--- config.mk ---
export PLATFORM = sky130hd
export DESIGN_NAME = link_node_status_words
export DESIGN_NICKNAME = d
export VERILOG_FILES = /design/src/link_node_status_words.v /design/src/node_status_pack.v /design/src/peer_unit_map.v
export VERILOG_INCLUDE_DIRS = /design/src /design/src/src
export SDC_FILE = /design/constraint.sdc
export NUM_CORES = 1
export LEC_CHECK = 0
export BUFFER_PORTS_ARGS = -buffer_cell sky130_fd_sc_hd__buf_2
export CAP_MARGIN = 20
export CORE_AREA = 2 2 180 182
export DETAILED_ROUTE_END_ITERATION = 16
export DIE_AREA = 0 0 182 184
export PLACE_DENSITY = 0.73
export SLEW_MARGIN = 40
export SYNTH_ARGS = -nofsm -noshare
export SYNTH_HDL_FRONTEND = slang
export SYNTH_HIERARCHICAL = 1
export SYNTH_SLANG_ARGS = --single-unit
--- constraint.sdc ---
create_clock -name clk -period 9 [get_ports clk]
set_input_delay 0.9 -clock clk [delete_from_list [all_inputs] [get_ports clk]]
set_output_delay 0.9 -clock clk [all_outputs]
set_load 0.01 [all_outputs]
--- src/link_status_regs.vh ---
`ifndef LINK_STATUS_REGS_VH
`define LINK_STATUS_REGS_VH

// Register indices; byte address is four times the index
`define LNS_IDX_L0_W0        10'h0EE
`define LNS_IDX_L0_W1        10'h0EF
`define LNS_IDX_L0_W2        10'h0F0
`define LNS_IDX_L0_W3        10'h0F1
`define LNS_IDX_L1_W0        10'h0F2
`define LNS_IDX_L1_W1        10'h0F3
`define LNS_IDX_L1_W2        10'h0F4
`define LNS_IDX_L1_W3        10'h0F5
`define LNS_IDX_PEER_W3      10'h0F7
`define LNS_IDX_PEER_W2      10'h0F8
`define LNS_IDX_PEER_W1      10'h0F9
`define LNS_IDX_PEER_W0      10'h0FA
`define LNS_IDX_CONFIG       10'h100
`define LNS_IDX_IRQ_STATUS   10'h101
`define LNS_IDX_IRQ_MASK     10'h102

// Bus geometry
`define LNS_ADDR_W           12
`define LNS_DATA_W           32
`define LNS_WORD_W           16
`define LNS_NUM_WORDS        12
`define LNS_WORD_LSB_PAD     2'h0

// Word array slots
`define LNS_SLOT_L0          0
`define LNS_SLOT_L1          4
`define LNS_SLOT_PEER        8
`define LNS_WORDS_PER_GROUP  4

// Four-bit node group layout
`define LNS_NIB_LINK         3
`define LNS_NIB_COMM         2
`define LNS_NIB_CTRL         1
`define LNS_NIB_RUN          0
`define LNS_NIB_W            4

// Loop and peer word halves
`define LNS_HALF_W           8
`define LNS_HALF_LO          0
`define LNS_HALF_HI          8

// Error and link masks for event detection
`define LNS_TOKEN_ERR_MASK   16'h6666
`define LNS_TOKEN_LINK_MASK  16'h8888
`define LNS_LOOP_ERR_MASK    16'h00FF
`define LNS_PEER_ERR_MASK    16'hFF00

// Config register fields
`define LNS_CFG_NET_LOOP     0
`define LNS_CFG_PEER_MULTI   1
`define LNS_CFG_W            2
`define LNS_CFG_RESET        2'h0

// Interrupt status and mask fields
`define LNS_IRQ_L0_ERR       0
`define LNS_IRQ_L1_ERR       1
`define LNS_IRQ_PEER_ERR     2
`define LNS_IRQ_LINK_LOST    3
`define LNS_IRQ_W            4
`define LNS_IRQ_RESET        4'h0

`endif

--- src/link_node_status_words.v ---
// Added by the designer: the plain strobed port.
`timescale 1ns/1ps
`include "link_status_regs.vh"

module link_node_status_words (
  // Clock, reset, enable
  input  wire                      clk,
  input  wire                      reset,
  input  wire                      clkEn,
  // Register port
  input  wire [`LNS_ADDR_W-1:0]    regAddr,
  input  wire [`LNS_DATA_W-1:0]    regWrData,
  input  wire                      regWrite,
  input  wire                      regRead,
  output reg  [`LNS_DATA_W-1:0]    regRdData,
  // Token network status, level 1 in the upper 16 bits
  input  wire [31:0]               tokLinkActive,
  input  wire [31:0]               tokCommError,
  input  wire [31:0]               tokCtrlError,
  input  wire [31:0]               tokRun,
  // Loop network status by registration, level 1 in the upper 32 bits
  input  wire [63:0]               loopCtrlError,
  input  wire [63:0]               loopRun,
  // Peer link status, single-level numbering
  input  wire [31:0]               peerRun,
  input  wire [31:0]               peerError,
  // Peer link status, multilevel numbering
  input  wire [15:0]               peerRunL0,
  input  wire [15:0]               peerErrorL0,
  input  wire [15:0]               peerRunL1,
  input  wire [15:0]               peerErrorL1,
  // Interrupt
  output wire                      irq
);

  //////////////////////////////////////////////////////////////////////////////
  // Address decode

  wire [9:0] regIdx   = regAddr[`LNS_ADDR_W-1:2];
  wire       aligned  = (regAddr[1:0] == `LNS_WORD_LSB_PAD);

  wire selCfg   = aligned && (regIdx == `LNS_IDX_CONFIG);
  wire selIrqSt = aligned && (regIdx == `LNS_IDX_IRQ_STATUS);
  wire selIrqMk = aligned && (regIdx == `LNS_IDX_IRQ_MASK);

  //////////////////////////////////////////////////////////////////////////////
  // Configuration

  reg [`LNS_CFG_W-1:0] cfg_q;

  always @(posedge clk or posedge reset) begin
    if (reset) begin
      cfg_q <= `LNS_CFG_RESET;
    end else if (clkEn && regWrite && selCfg) begin
      cfg_q <= regWrData[`LNS_CFG_W-1:0];
    end
  end

  wire netLoop   = cfg_q[`LNS_CFG_NET_LOOP];
  wire peerMulti = cfg_q[`LNS_CFG_PEER_MULTI];

  //////////////////////////////////////////////////////////////////////////////
  // Live word images

  // Slots 0-3 level 0, 4-7 level 1, 8-11 peer words in rising index order
  wire [`LNS_NUM_WORDS*16-1:0] liveWords;
  wire [127:0]                 tokWords;
  wire [63:0]                  peerWords;

  genvar lv;
  generate
    for (lv = 0; lv < 2; lv = lv + 1) begin : gLevel
      node_status_pack #(
        .NODES (16)
      ) uPack (
        .linkActive (tokLinkActive[lv*16 +: 16]),
        .commError  (tokCommError[lv*16 +: 16]),
        .ctrlError  (tokCtrlError[lv*16 +: 16]),
        .runMode    (tokRun[lv*16 +: 16]),
        .nibbles    (tokWords[lv*64 +: 64])
      );
    end
  endgenerate

  genvar w;
  generate
    for (w = 0; w < 8; w = w + 1) begin : gNetWord
      wire [15:0] loopWord;
      assign loopWord[`LNS_HALF_LO +: `LNS_HALF_W] = loopCtrlError[w*8 +: 8];
      assign loopWord[`LNS_HALF_HI +: `LNS_HALF_W] = loopRun[w*8 +: 8];
      // Network kind is chosen by software; both share the same words
      assign liveWords[w*16 +: 16] = netLoop ? loopWord : tokWords[w*16 +: 16];
    end
  endgenerate

  peer_unit_map uPeer (
    .multiLevel (peerMulti),
    .unitRun    (peerRun),
    .unitError  (peerError),
    .l0Run      (peerRunL0),
    .l0Error    (peerErrorL0),
    .l1Run      (peerRunL1),
    .l1Error    (peerErrorL1),
    .words      (peerWords)
  );

  assign liveWords[`LNS_SLOT_PEER*16 +: 64] = peerWords;

  //////////////////////////////////////////////////////////////////////////////
  // Status word registers

  // Sampled every enabled cycle; there is no write path into them
  reg [15:0] word_q [0:`LNS_NUM_WORDS-1];

  genvar s;
  generate
    for (s = 0; s < `LNS_NUM_WORDS; s = s + 1) begin : gWordReg
      always @(posedge clk or posedge reset) begin
        if (reset) begin
          word_q[s] <= 16'h0000;
        end else if (clkEn) begin
          word_q[s] <= liveWords[s*16 +: 16];
        end
      end
    end
  endgenerate

  //////////////////////////////////////////////////////////////////////////////
  // Event detection

  // A word change after a mode switch may raise spurious events, all in one cycle
  wire [15:0] netErrMask = netLoop ? `LNS_LOOP_ERR_MASK : `LNS_TOKEN_ERR_MASK;
  wire [15:0] netLnkMask = netLoop ? 16'h0000 : `LNS_TOKEN_LINK_MASK;

  wire [`LNS_NUM_WORDS-1:0] errRise;
  wire [`LNS_NUM_WORDS-1:0] linkFall;

  genvar e;
  generate
    for (e = 0; e < `LNS_NUM_WORDS; e = e + 1) begin : gEvent
      wire [15:0] errMask = (e >= `LNS_SLOT_PEER) ? `LNS_PEER_ERR_MASK : netErrMask;
      wire [15:0] lnkMask = (e >= `LNS_SLOT_PEER) ? 16'h0000 : netLnkMask;
      wire [15:0] nextW   = liveWords[e*16 +: 16];
      assign errRise[e]  = |(nextW & ~word_q[e] & errMask);
      assign linkFall[e] = |(~nextW & word_q[e] & lnkMask);
    end
  endgenerate

  wire [`LNS_IRQ_W-1:0] irqEvent;
  assign irqEvent[`LNS_IRQ_L0_ERR]    = |errRise[`LNS_SLOT_L0 +: `LNS_WORDS_PER_GROUP];
  assign irqEvent[`LNS_IRQ_L1_ERR]    = |errRise[`LNS_SLOT_L1 +: `LNS_WORDS_PER_GROUP];
  assign irqEvent[`LNS_IRQ_PEER_ERR]  = |errRise[`LNS_SLOT_PEER +: `LNS_WORDS_PER_GROUP];
  assign irqEvent[`LNS_IRQ_LINK_LOST] = |linkFall;

  //////////////////////////////////////////////////////////////////////////////
  // Interrupt status and mask

  reg [`LNS_IRQ_W-1:0] irqStatus_q;
  reg [`LNS_IRQ_W-1:0] irqMask_q;
  reg [`LNS_IRQ_W-1:0] irqStatus_d;

  always @* begin
    irqStatus_d = irqStatus_q;
    if (regWrite && selIrqSt) begin
      irqStatus_d = irqStatus_d & ~regWrData[`LNS_IRQ_W-1:0];
    end
    // Set after clear so a same-cycle event is kept
    irqStatus_d = irqStatus_d | irqEvent;
  end

  always @(posedge clk or posedge reset) begin
    if (reset) begin
      irqStatus_q <= `LNS_IRQ_RESET;
      irqMask_q   <= `LNS_IRQ_RESET;
    end else if (clkEn) begin
      irqStatus_q <= irqStatus_d;
      if (regWrite && selIrqMk) begin
        irqMask_q <= regWrData[`LNS_IRQ_W-1:0];
      end
    end
  end

  assign irq = |(irqStatus_q & irqMask_q);

  //////////////////////////////////////////////////////////////////////////////
  // Read path

  reg [`LNS_DATA_W-1:0] rdMux;

  always @* begin
    rdMux = {`LNS_DATA_W{1'b0}};
    if (aligned) begin
      case (regIdx)
        `LNS_IDX_L0_W0:      rdMux[15:0] = word_q[0];
        `LNS_IDX_L0_W1:      rdMux[15:0] = word_q[1];
        `LNS_IDX_L0_W2:      rdMux[15:0] = word_q[2];
        `LNS_IDX_L0_W3:      rdMux[15:0] = word_q[3];
        `LNS_IDX_L1_W0:      rdMux[15:0] = word_q[4];
        `LNS_IDX_L1_W1:      rdMux[15:0] = word_q[5];
        `LNS_IDX_L1_W2:      rdMux[15:0] = word_q[6];
        `LNS_IDX_L1_W3:      rdMux[15:0] = word_q[7];
        `LNS_IDX_PEER_W3:    rdMux[15:0] = word_q[8];
        `LNS_IDX_PEER_W2:    rdMux[15:0] = word_q[9];
        `LNS_IDX_PEER_W1:    rdMux[15:0] = word_q[10];
        `LNS_IDX_PEER_W0:    rdMux[15:0] = word_q[11];
        `LNS_IDX_CONFIG:     rdMux[`LNS_CFG_W-1:0] = cfg_q;
        `LNS_IDX_IRQ_STATUS: rdMux[`LNS_IRQ_W-1:0] = irqStatus_q;
        `LNS_IDX_IRQ_MASK:   rdMux[`LNS_IRQ_W-1:0] = irqMask_q;
        default:             rdMux = {`LNS_DATA_W{1'b0}};
      endcase
    end
  end

  // Data is valid only in the cycle after the read strobe
  always @(posedge clk or posedge reset) begin
    if (reset) begin
      regRdData <= {`LNS_DATA_W{1'b0}};
    end else if (clkEn) begin
      regRdData <= regRead ? rdMux : {`LNS_DATA_W{1'b0}};
    end
  end

endmodule // link_node_status_words

--- src/node_status_pack.v ---
`timescale 1ns/1ps
`include "link_status_regs.vh"

module node_status_pack #(
  parameter NODES = 16
) (
  // Per-node status from the link interface
  input  wire [NODES-1:0]   linkActive,
  input  wire [NODES-1:0]   commError,
  input  wire [NODES-1:0]   ctrlError,
  input  wire [NODES-1:0]   runMode,
  // Packed words, node 0 in the lowest group of the first word
  output wire [NODES*4-1:0] nibbles
);

  genvar n;
  generate
    for (n = 0; n < NODES; n = n + 1) begin : gNode
      assign nibbles[n*`LNS_NIB_W+`LNS_NIB_LINK] = linkActive[n];
      assign nibbles[n*`LNS_NIB_W+`LNS_NIB_COMM] = commError[n];
      assign nibbles[n*`LNS_NIB_W+`LNS_NIB_CTRL] = ctrlError[n];
      assign nibbles[n*`LNS_NIB_W+`LNS_NIB_RUN]  = runMode[n];
    end
  endgenerate

endmodule // node_status_pack

--- src/peer_unit_map.v ---
`timescale 1ns/1ps
`include "link_status_regs.vh"

module peer_unit_map (
  // Configuration
  input  wire        multiLevel,
  // Single-level units 0-31
  input  wire [31:0] unitRun,
  input  wire [31:0] unitError,
  // Multilevel units 0-15 per level
  input  wire [15:0] l0Run,
  input  wire [15:0] l0Error,
  input  wire [15:0] l1Run,
  input  wire [15:0] l1Error,
  // Slot 0 is the lowest word index and carries the top unit group
  output wire [63:0] words
);

  // Both layouts put unit groups of eight into words in the same order
  wire [31:0] runSel = multiLevel ? {l1Run, l0Run} : unitRun;
  wire [31:0] errSel = multiLevel ? {l1Error, l0Error} : unitError;

  genvar k;
  generate
    for (k = 0; k < 4; k = k + 1) begin : gWord
      // Slot 3-k holds unit group k
      assign words[(3-k)*16+`LNS_HALF_LO +: `LNS_HALF_W] = runSel[k*8 +: 8];
      assign words[(3-k)*16+`LNS_HALF_HI +: `LNS_HALF_W] = errSel[k*8 +: 8];
    end
  endgenerate

endmodule // peer_unit_map

==> results summary <==
The register-to-register setup slack came out at 5540 ps. The number of antenna-violating nets in the routed design is 0. The mean post-synth cell area came out at 9.91 um^2.

The number of instances in the synthesized netlist is 1,449. The leakage power is 0.00718 uW. The die is 182 um wide. Timing would allow up to 289 MHz. The starting DRC count in detailed routing came out at 1,053. The number of buffers inserted to repair setup after CTS is 0. Entering global routing, the biggest net connects 114 pins.

The worst setup path is launched from a flop. The post-synthesis cell type with the largest combined area is sky130_fd_sc_hd__dfrtp_1. The worst-case IR drop observed on VDD is 0.122 mV. Counting flops with an async set or reset pin after synthesis yields a share of 1.00. The normalized max-slew margin came out at 0.442. Of the total power, combinational logic draws 0.160.

The data required time at the worst endpoint came out at 9390 ps. The net load switching power is 723 uW. The floorplan step defined a core boundary enclosing 31,400 um^2. The time the worst path needs with I/O delays and setup came out at 3460 ps. Across every metal layer, demand over resource in global routing totals 0.289. Across the run, the number of max-cap violations was 0. The detail-routed via count per cell came out at 5.69. The predominant post-synthesis flop cell is sky130_fd_sc_hd__dfrtp_1. Setup repair after global routing left no endpoint under its margin. The clock tree skew after final layout is 23.0 ps. In this run the clock root is driven by a sky130_fd_sc_hd__clkbuf_16.

The worst setup path is captured at a flop. The count of instances resized after the clock tree is built is 0. The met3 usage in global routing is 0.0679. The remaining global-route overflow is 0. The count of distinct cell types in the synthesized netlist is 62. For this run, global-route usage on met1 was measured as 0.371. The clock sink total came out at 218. Summed over all failing endpoints, the final setup total negative slack is 0 ps.

In this run the tool buffered the top-level ports with 421 buffer cells. The post-route cell area is 16,400 um^2. The final design utilization is 0.521. The top cell type's share of synthesized area came out at 0.380. The via count of the first global-routing pass is 11,600. At the worst endpoint, the arrival time is 3850 ps.

After global routing, the most crowded layer is met2. The number of hold buffers added after CTS came out at 0. The detail-routed net length per standard cell came out at 23.6 um. The met2 routing resource usage after global routing is 0.473.

The count of standard-cell rows came out at 65. At the pin with the least slew margin, the transition time is 836 ps. The initial utilization of the core area, before any placement, comes to 0.457. From bottom edge to top edge, the die measures 184 um. The CTS H-tree depth came out at 1. The total count of hold-check failures in the final report came to 0. The number of buffers inserted during clock tree synthesis is 25. The global placer's final weighted congestion is 0.959. In this run the critical register-to-register path is captured at irqStatus_q[3]$_DFFE_PP0P_.

Of the total power, registers draw 0.455. The mapped netlist covers 14,400 um^2. The total iterations of the first detailed-routing run is 6. The portion of the post-synthesis area used by sequential elements is 0.380. The number of buffers on the longest clock path came out at 3.

The final cycle utilization of the critical path is 0.384. The layout overhead on the synthesized area came out at 13.9%. The critical path in this run is classified as reg -> reg.

The share of total power dissipated in the clock network is 0.385. The global-route wire length before repair came out at 71,700 um. The worst reg2reg path depth came out at 7. In this run, synthesis produced a sequential element count of 218.

Once placement finished, the instance area stood at 15,600 um^2. The initial antenna violation count is 2. The number of synthesized flops with an enable pin came out at 0.

The half-perimeter wire length of the detailed placement result is 39,400 um. After synthesis, the cell types taking the most area are sky130_fd_sc_hd__dfrtp_1 38%, sky130_fd_sc_hd__mux2i_1 10%, sky130_fd_sc_hd__buf_4 8.5%, sky130_fd_sc_hd__mux2_2 6.9%, sky130_fd_sc_hd__mux2_4 6.3%. The area of the die is 33,500 um^2. The final number of max-transition violations came to 0. The setup violation total in the final timing report is 0. For this run, design rule violations remaining after detail routing come to 0. TritonCTS built the clock tree. The boundary pin count is 466. The min-delay analysis places its worst path in the category in -> async. The number of warning messages in the yosys log came out at 6. The number of nets in the final layout came out at 2,132.

The internal portion of the total power is 1820 uW. The reg-to-reg startpoint is cfg_q[0]$_DFFE_PP0P_. The insertion delay to the later sink of the worst-skew pair came out at 540 ps. The routed layout has 12,100 vias.

Of the total power, the share spent switching nets is 0.284. The flow ran to the end, and the final reports show no timing, DRC or antenna violations. Of all nets on the critical path, the largest fanout is 111. The final layout contains routed wiring with a total length of 50,000 um. The fraction of layout cells with a size suffix above 1 came out at 0.374. Power spread over the standard cell area amounts to 155 nW/um^2. The clock slew seen by the registers of the worst setup and hold paths came out at 60 ps.
[metal layers]
metal,vias up,part of all wire
met5,-,0
met4,0,0.040
met3,83,0.087
met2,587,0.47
met1,5796,0.40
li1,5593,-
[layout by cell type (no fill, tap or decap), types with 10 or more instances in the layout]
master,instances
sky130_fd_sc_hd__a22o_1,15
sky130_fd_sc_hd__a21oi_1,148
sky130_fd_sc_hd__dfrtp_1,216
sky130_fd_sc_hd__clkbuf_16,25
sky130_fd_sc_hd__buf_4,10
sky130_fd_sc_hd__o21ai_0,12
sky130_fd_sc_hd__inv_1,72
sky130_fd_sc_hd__nor2b_1,26
sky130_fd_sc_hd__o22ai_1,57
sky130_fd_sc_hd__conb_1,16
sky130_fd_sc_hd__nor2_1,153
sky130_fd_sc_hd__mux2_4,60
sky130_fd_sc_hd__buf_2,420
sky130_fd_sc_hd__nor4_1,15
sky130_fd_sc_hd__nor3_1,12
sky130_fd_sc_hd__nand2_1,25
sky130_fd_sc_hd__a22oi_1,55
sky130_fd_sc_hd__mux2_2,88
sky130_fd_sc_hd__nand3_1,10
sky130_fd_sc_hd__mux2i_1,146
[Yosys cell counts (2+ instances only)]
master and number:
sky130_fd_sc_hd__dfrtp_1 218, sky130_fd_sc_hd__a22oi_1 55, sky130_fd_sc_hd__buf_12 6, sky130_fd_sc_hd__a32o_1 4, sky130_fd_sc_hd__a2bb2oi_1 3, sky130_fd_sc_hd__mux2i_1 146, sky130_fd_sc_hd__a222oi_1 2, sky130_fd_sc_hd__o21ai_0 12
sky130_fd_sc_hd__a32oi_1 6, sky130_fd_sc_hd__nand2_1 25, sky130_fd_sc_hd__a2111oi_0 8, sky130_fd_sc_hd__nor2_2 4, sky130_fd_sc_hd__buf_4 162, sky130_fd_sc_hd__nor2b_1 26, sky130_fd_sc_hd__buf_2 20, sky130_fd_sc_hd__inv_1 73
sky130_fd_sc_hd__nand3_1 10, sky130_fd_sc_hd__nand4_1 8, sky130_fd_sc_hd__a22o_1 15, sky130_fd_sc_hd__nor4_1 15, sky130_fd_sc_hd__mux2_4 60, sky130_fd_sc_hd__and4_1 2, sky130_fd_sc_hd__or2_1 3, sky130_fd_sc_hd__clkbuf_1 31
sky130_fd_sc_hd__mux2_2 88, sky130_fd_sc_hd__a31oi_1 8, sky130_fd_sc_hd__mux4_2 3, sky130_fd_sc_hd__o221ai_1 2, sky130_fd_sc_hd__o2bb2ai_1 9, sky130_fd_sc_hd__o22ai_1 57, sky130_fd_sc_hd__nor3_1 12, sky130_fd_sc_hd__nor2_4 2
sky130_fd_sc_hd__nand2b_1 9, sky130_fd_sc_hd__buf_1 4, sky130_fd_sc_hd__a221oi_1 8, sky130_fd_sc_hd__and3_1 3, sky130_fd_sc_hd__and2_1 2, sky130_fd_sc_hd__a211oi_1 2, sky130_fd_sc_hd__nor2_1 153, sky130_fd_sc_hd__buf_6 4
sky130_fd_sc_hd__a21oi_1 148
[per-stage QoR]
stage	hold slack [ps]	worst slack [ps]	total power [uW]	cells
6_report	479	5540	2540	2120
5_1_grt	517	5400	2640	2120
2_1_floorplan	469	2140	1400	1464
3_5_place_dp	471	5630	1570	2074
4_1_cts	484	5620	2550	2118
3_3_place_gp	468	5700	1560	2073
[sequential cells by signal, summed over array words and instances, names as in the netlist]
signal       flops
irqMask_q        4
cfg_q            2
regRdData       16
word_q         192
irqStatus_q      4
[how the worst max path moves through the flow]
stage,startpoint,to,slack (ps),cells past startpoint
floorplan,reset,cfg_q[0]$_DFFE_PP0P_,2140,1
global placement,cfg_q[0]$_DFFE_PP0P_,irqStatus_q[3]$_DFFE_PP0P_,5700,7
detailed placement,cfg_q[0]$_DFFE_PP0P_,irqStatus_q[3]$_DFFE_PP0P_,5630,7
CTS,cfg_q[0]$_DFFE_PP0P_,irqStatus_q[3]$_DFFE_PP0P_,5620,7
global route,cfg_q[0]$_DFFE_PP0P_,irqStatus_q[3]$_DFFE_PP0P_,5400,7
finish,cfg_q[0]$_DFFE_PP0P_,irqStatus_q[3]$_DFFE_PP0P_,5540,7
[power by group through the flow]
| stage | clock network (uW) | registers, uW | logic (uW) |
|---|---|---|---|
| after floorplan | 0 | 1120 | 282 |
| after global placement | 0 | 1170 | 395 |
| after detailed placement | 0 | 1170 | 405 |
| after CTS | 993 | 1150 | 407 |
| after global routing | 1030 | 1160 | 446 |
| final | 980 | 1160 | 406 |
[final cells by class]
class,count,area [um^2]
fillers,2896,15000
multi-input cells,944,7070
flip-flops and latches,218,5460
repair buffers,436,2260
clock buffers,34,689
well taps,402,503
inverters,74,285
clock inverters,10,85.1
diodes,2,5.00
[cells by family (layout without fill, tap and decap cells)]
group / count (synthesis) / after routing / share of synthesized area
flops: 218 / 218 / 0.380
simple gates: 283 / 283 / 0.0949
mux: 297 / 297 / 0.238
other cells: 1 / 18 / 0.000261
compound gates: 348 / 348 / 0.155
buf+inv: 302 / 554 / 0.132
[critical path, cell delays in order, from the launching register on]
cell and delay, ps:
sky130_fd_sc_hd__dfrtp_4 800, sky130_fd_sc_hd__buf_12 530, sky130_fd_sc_hd__mux2i_1 220, sky130_fd_sc_hd__a22o_1 330, sky130_fd_sc_hd__a221oi_1 260, sky130_fd_sc_hd__nand3_1 140, sky130_fd_sc_hd__nor4_1 730, sky130_fd_sc_hd__o31ai_1 120
(Power assumes the default switching activity.)
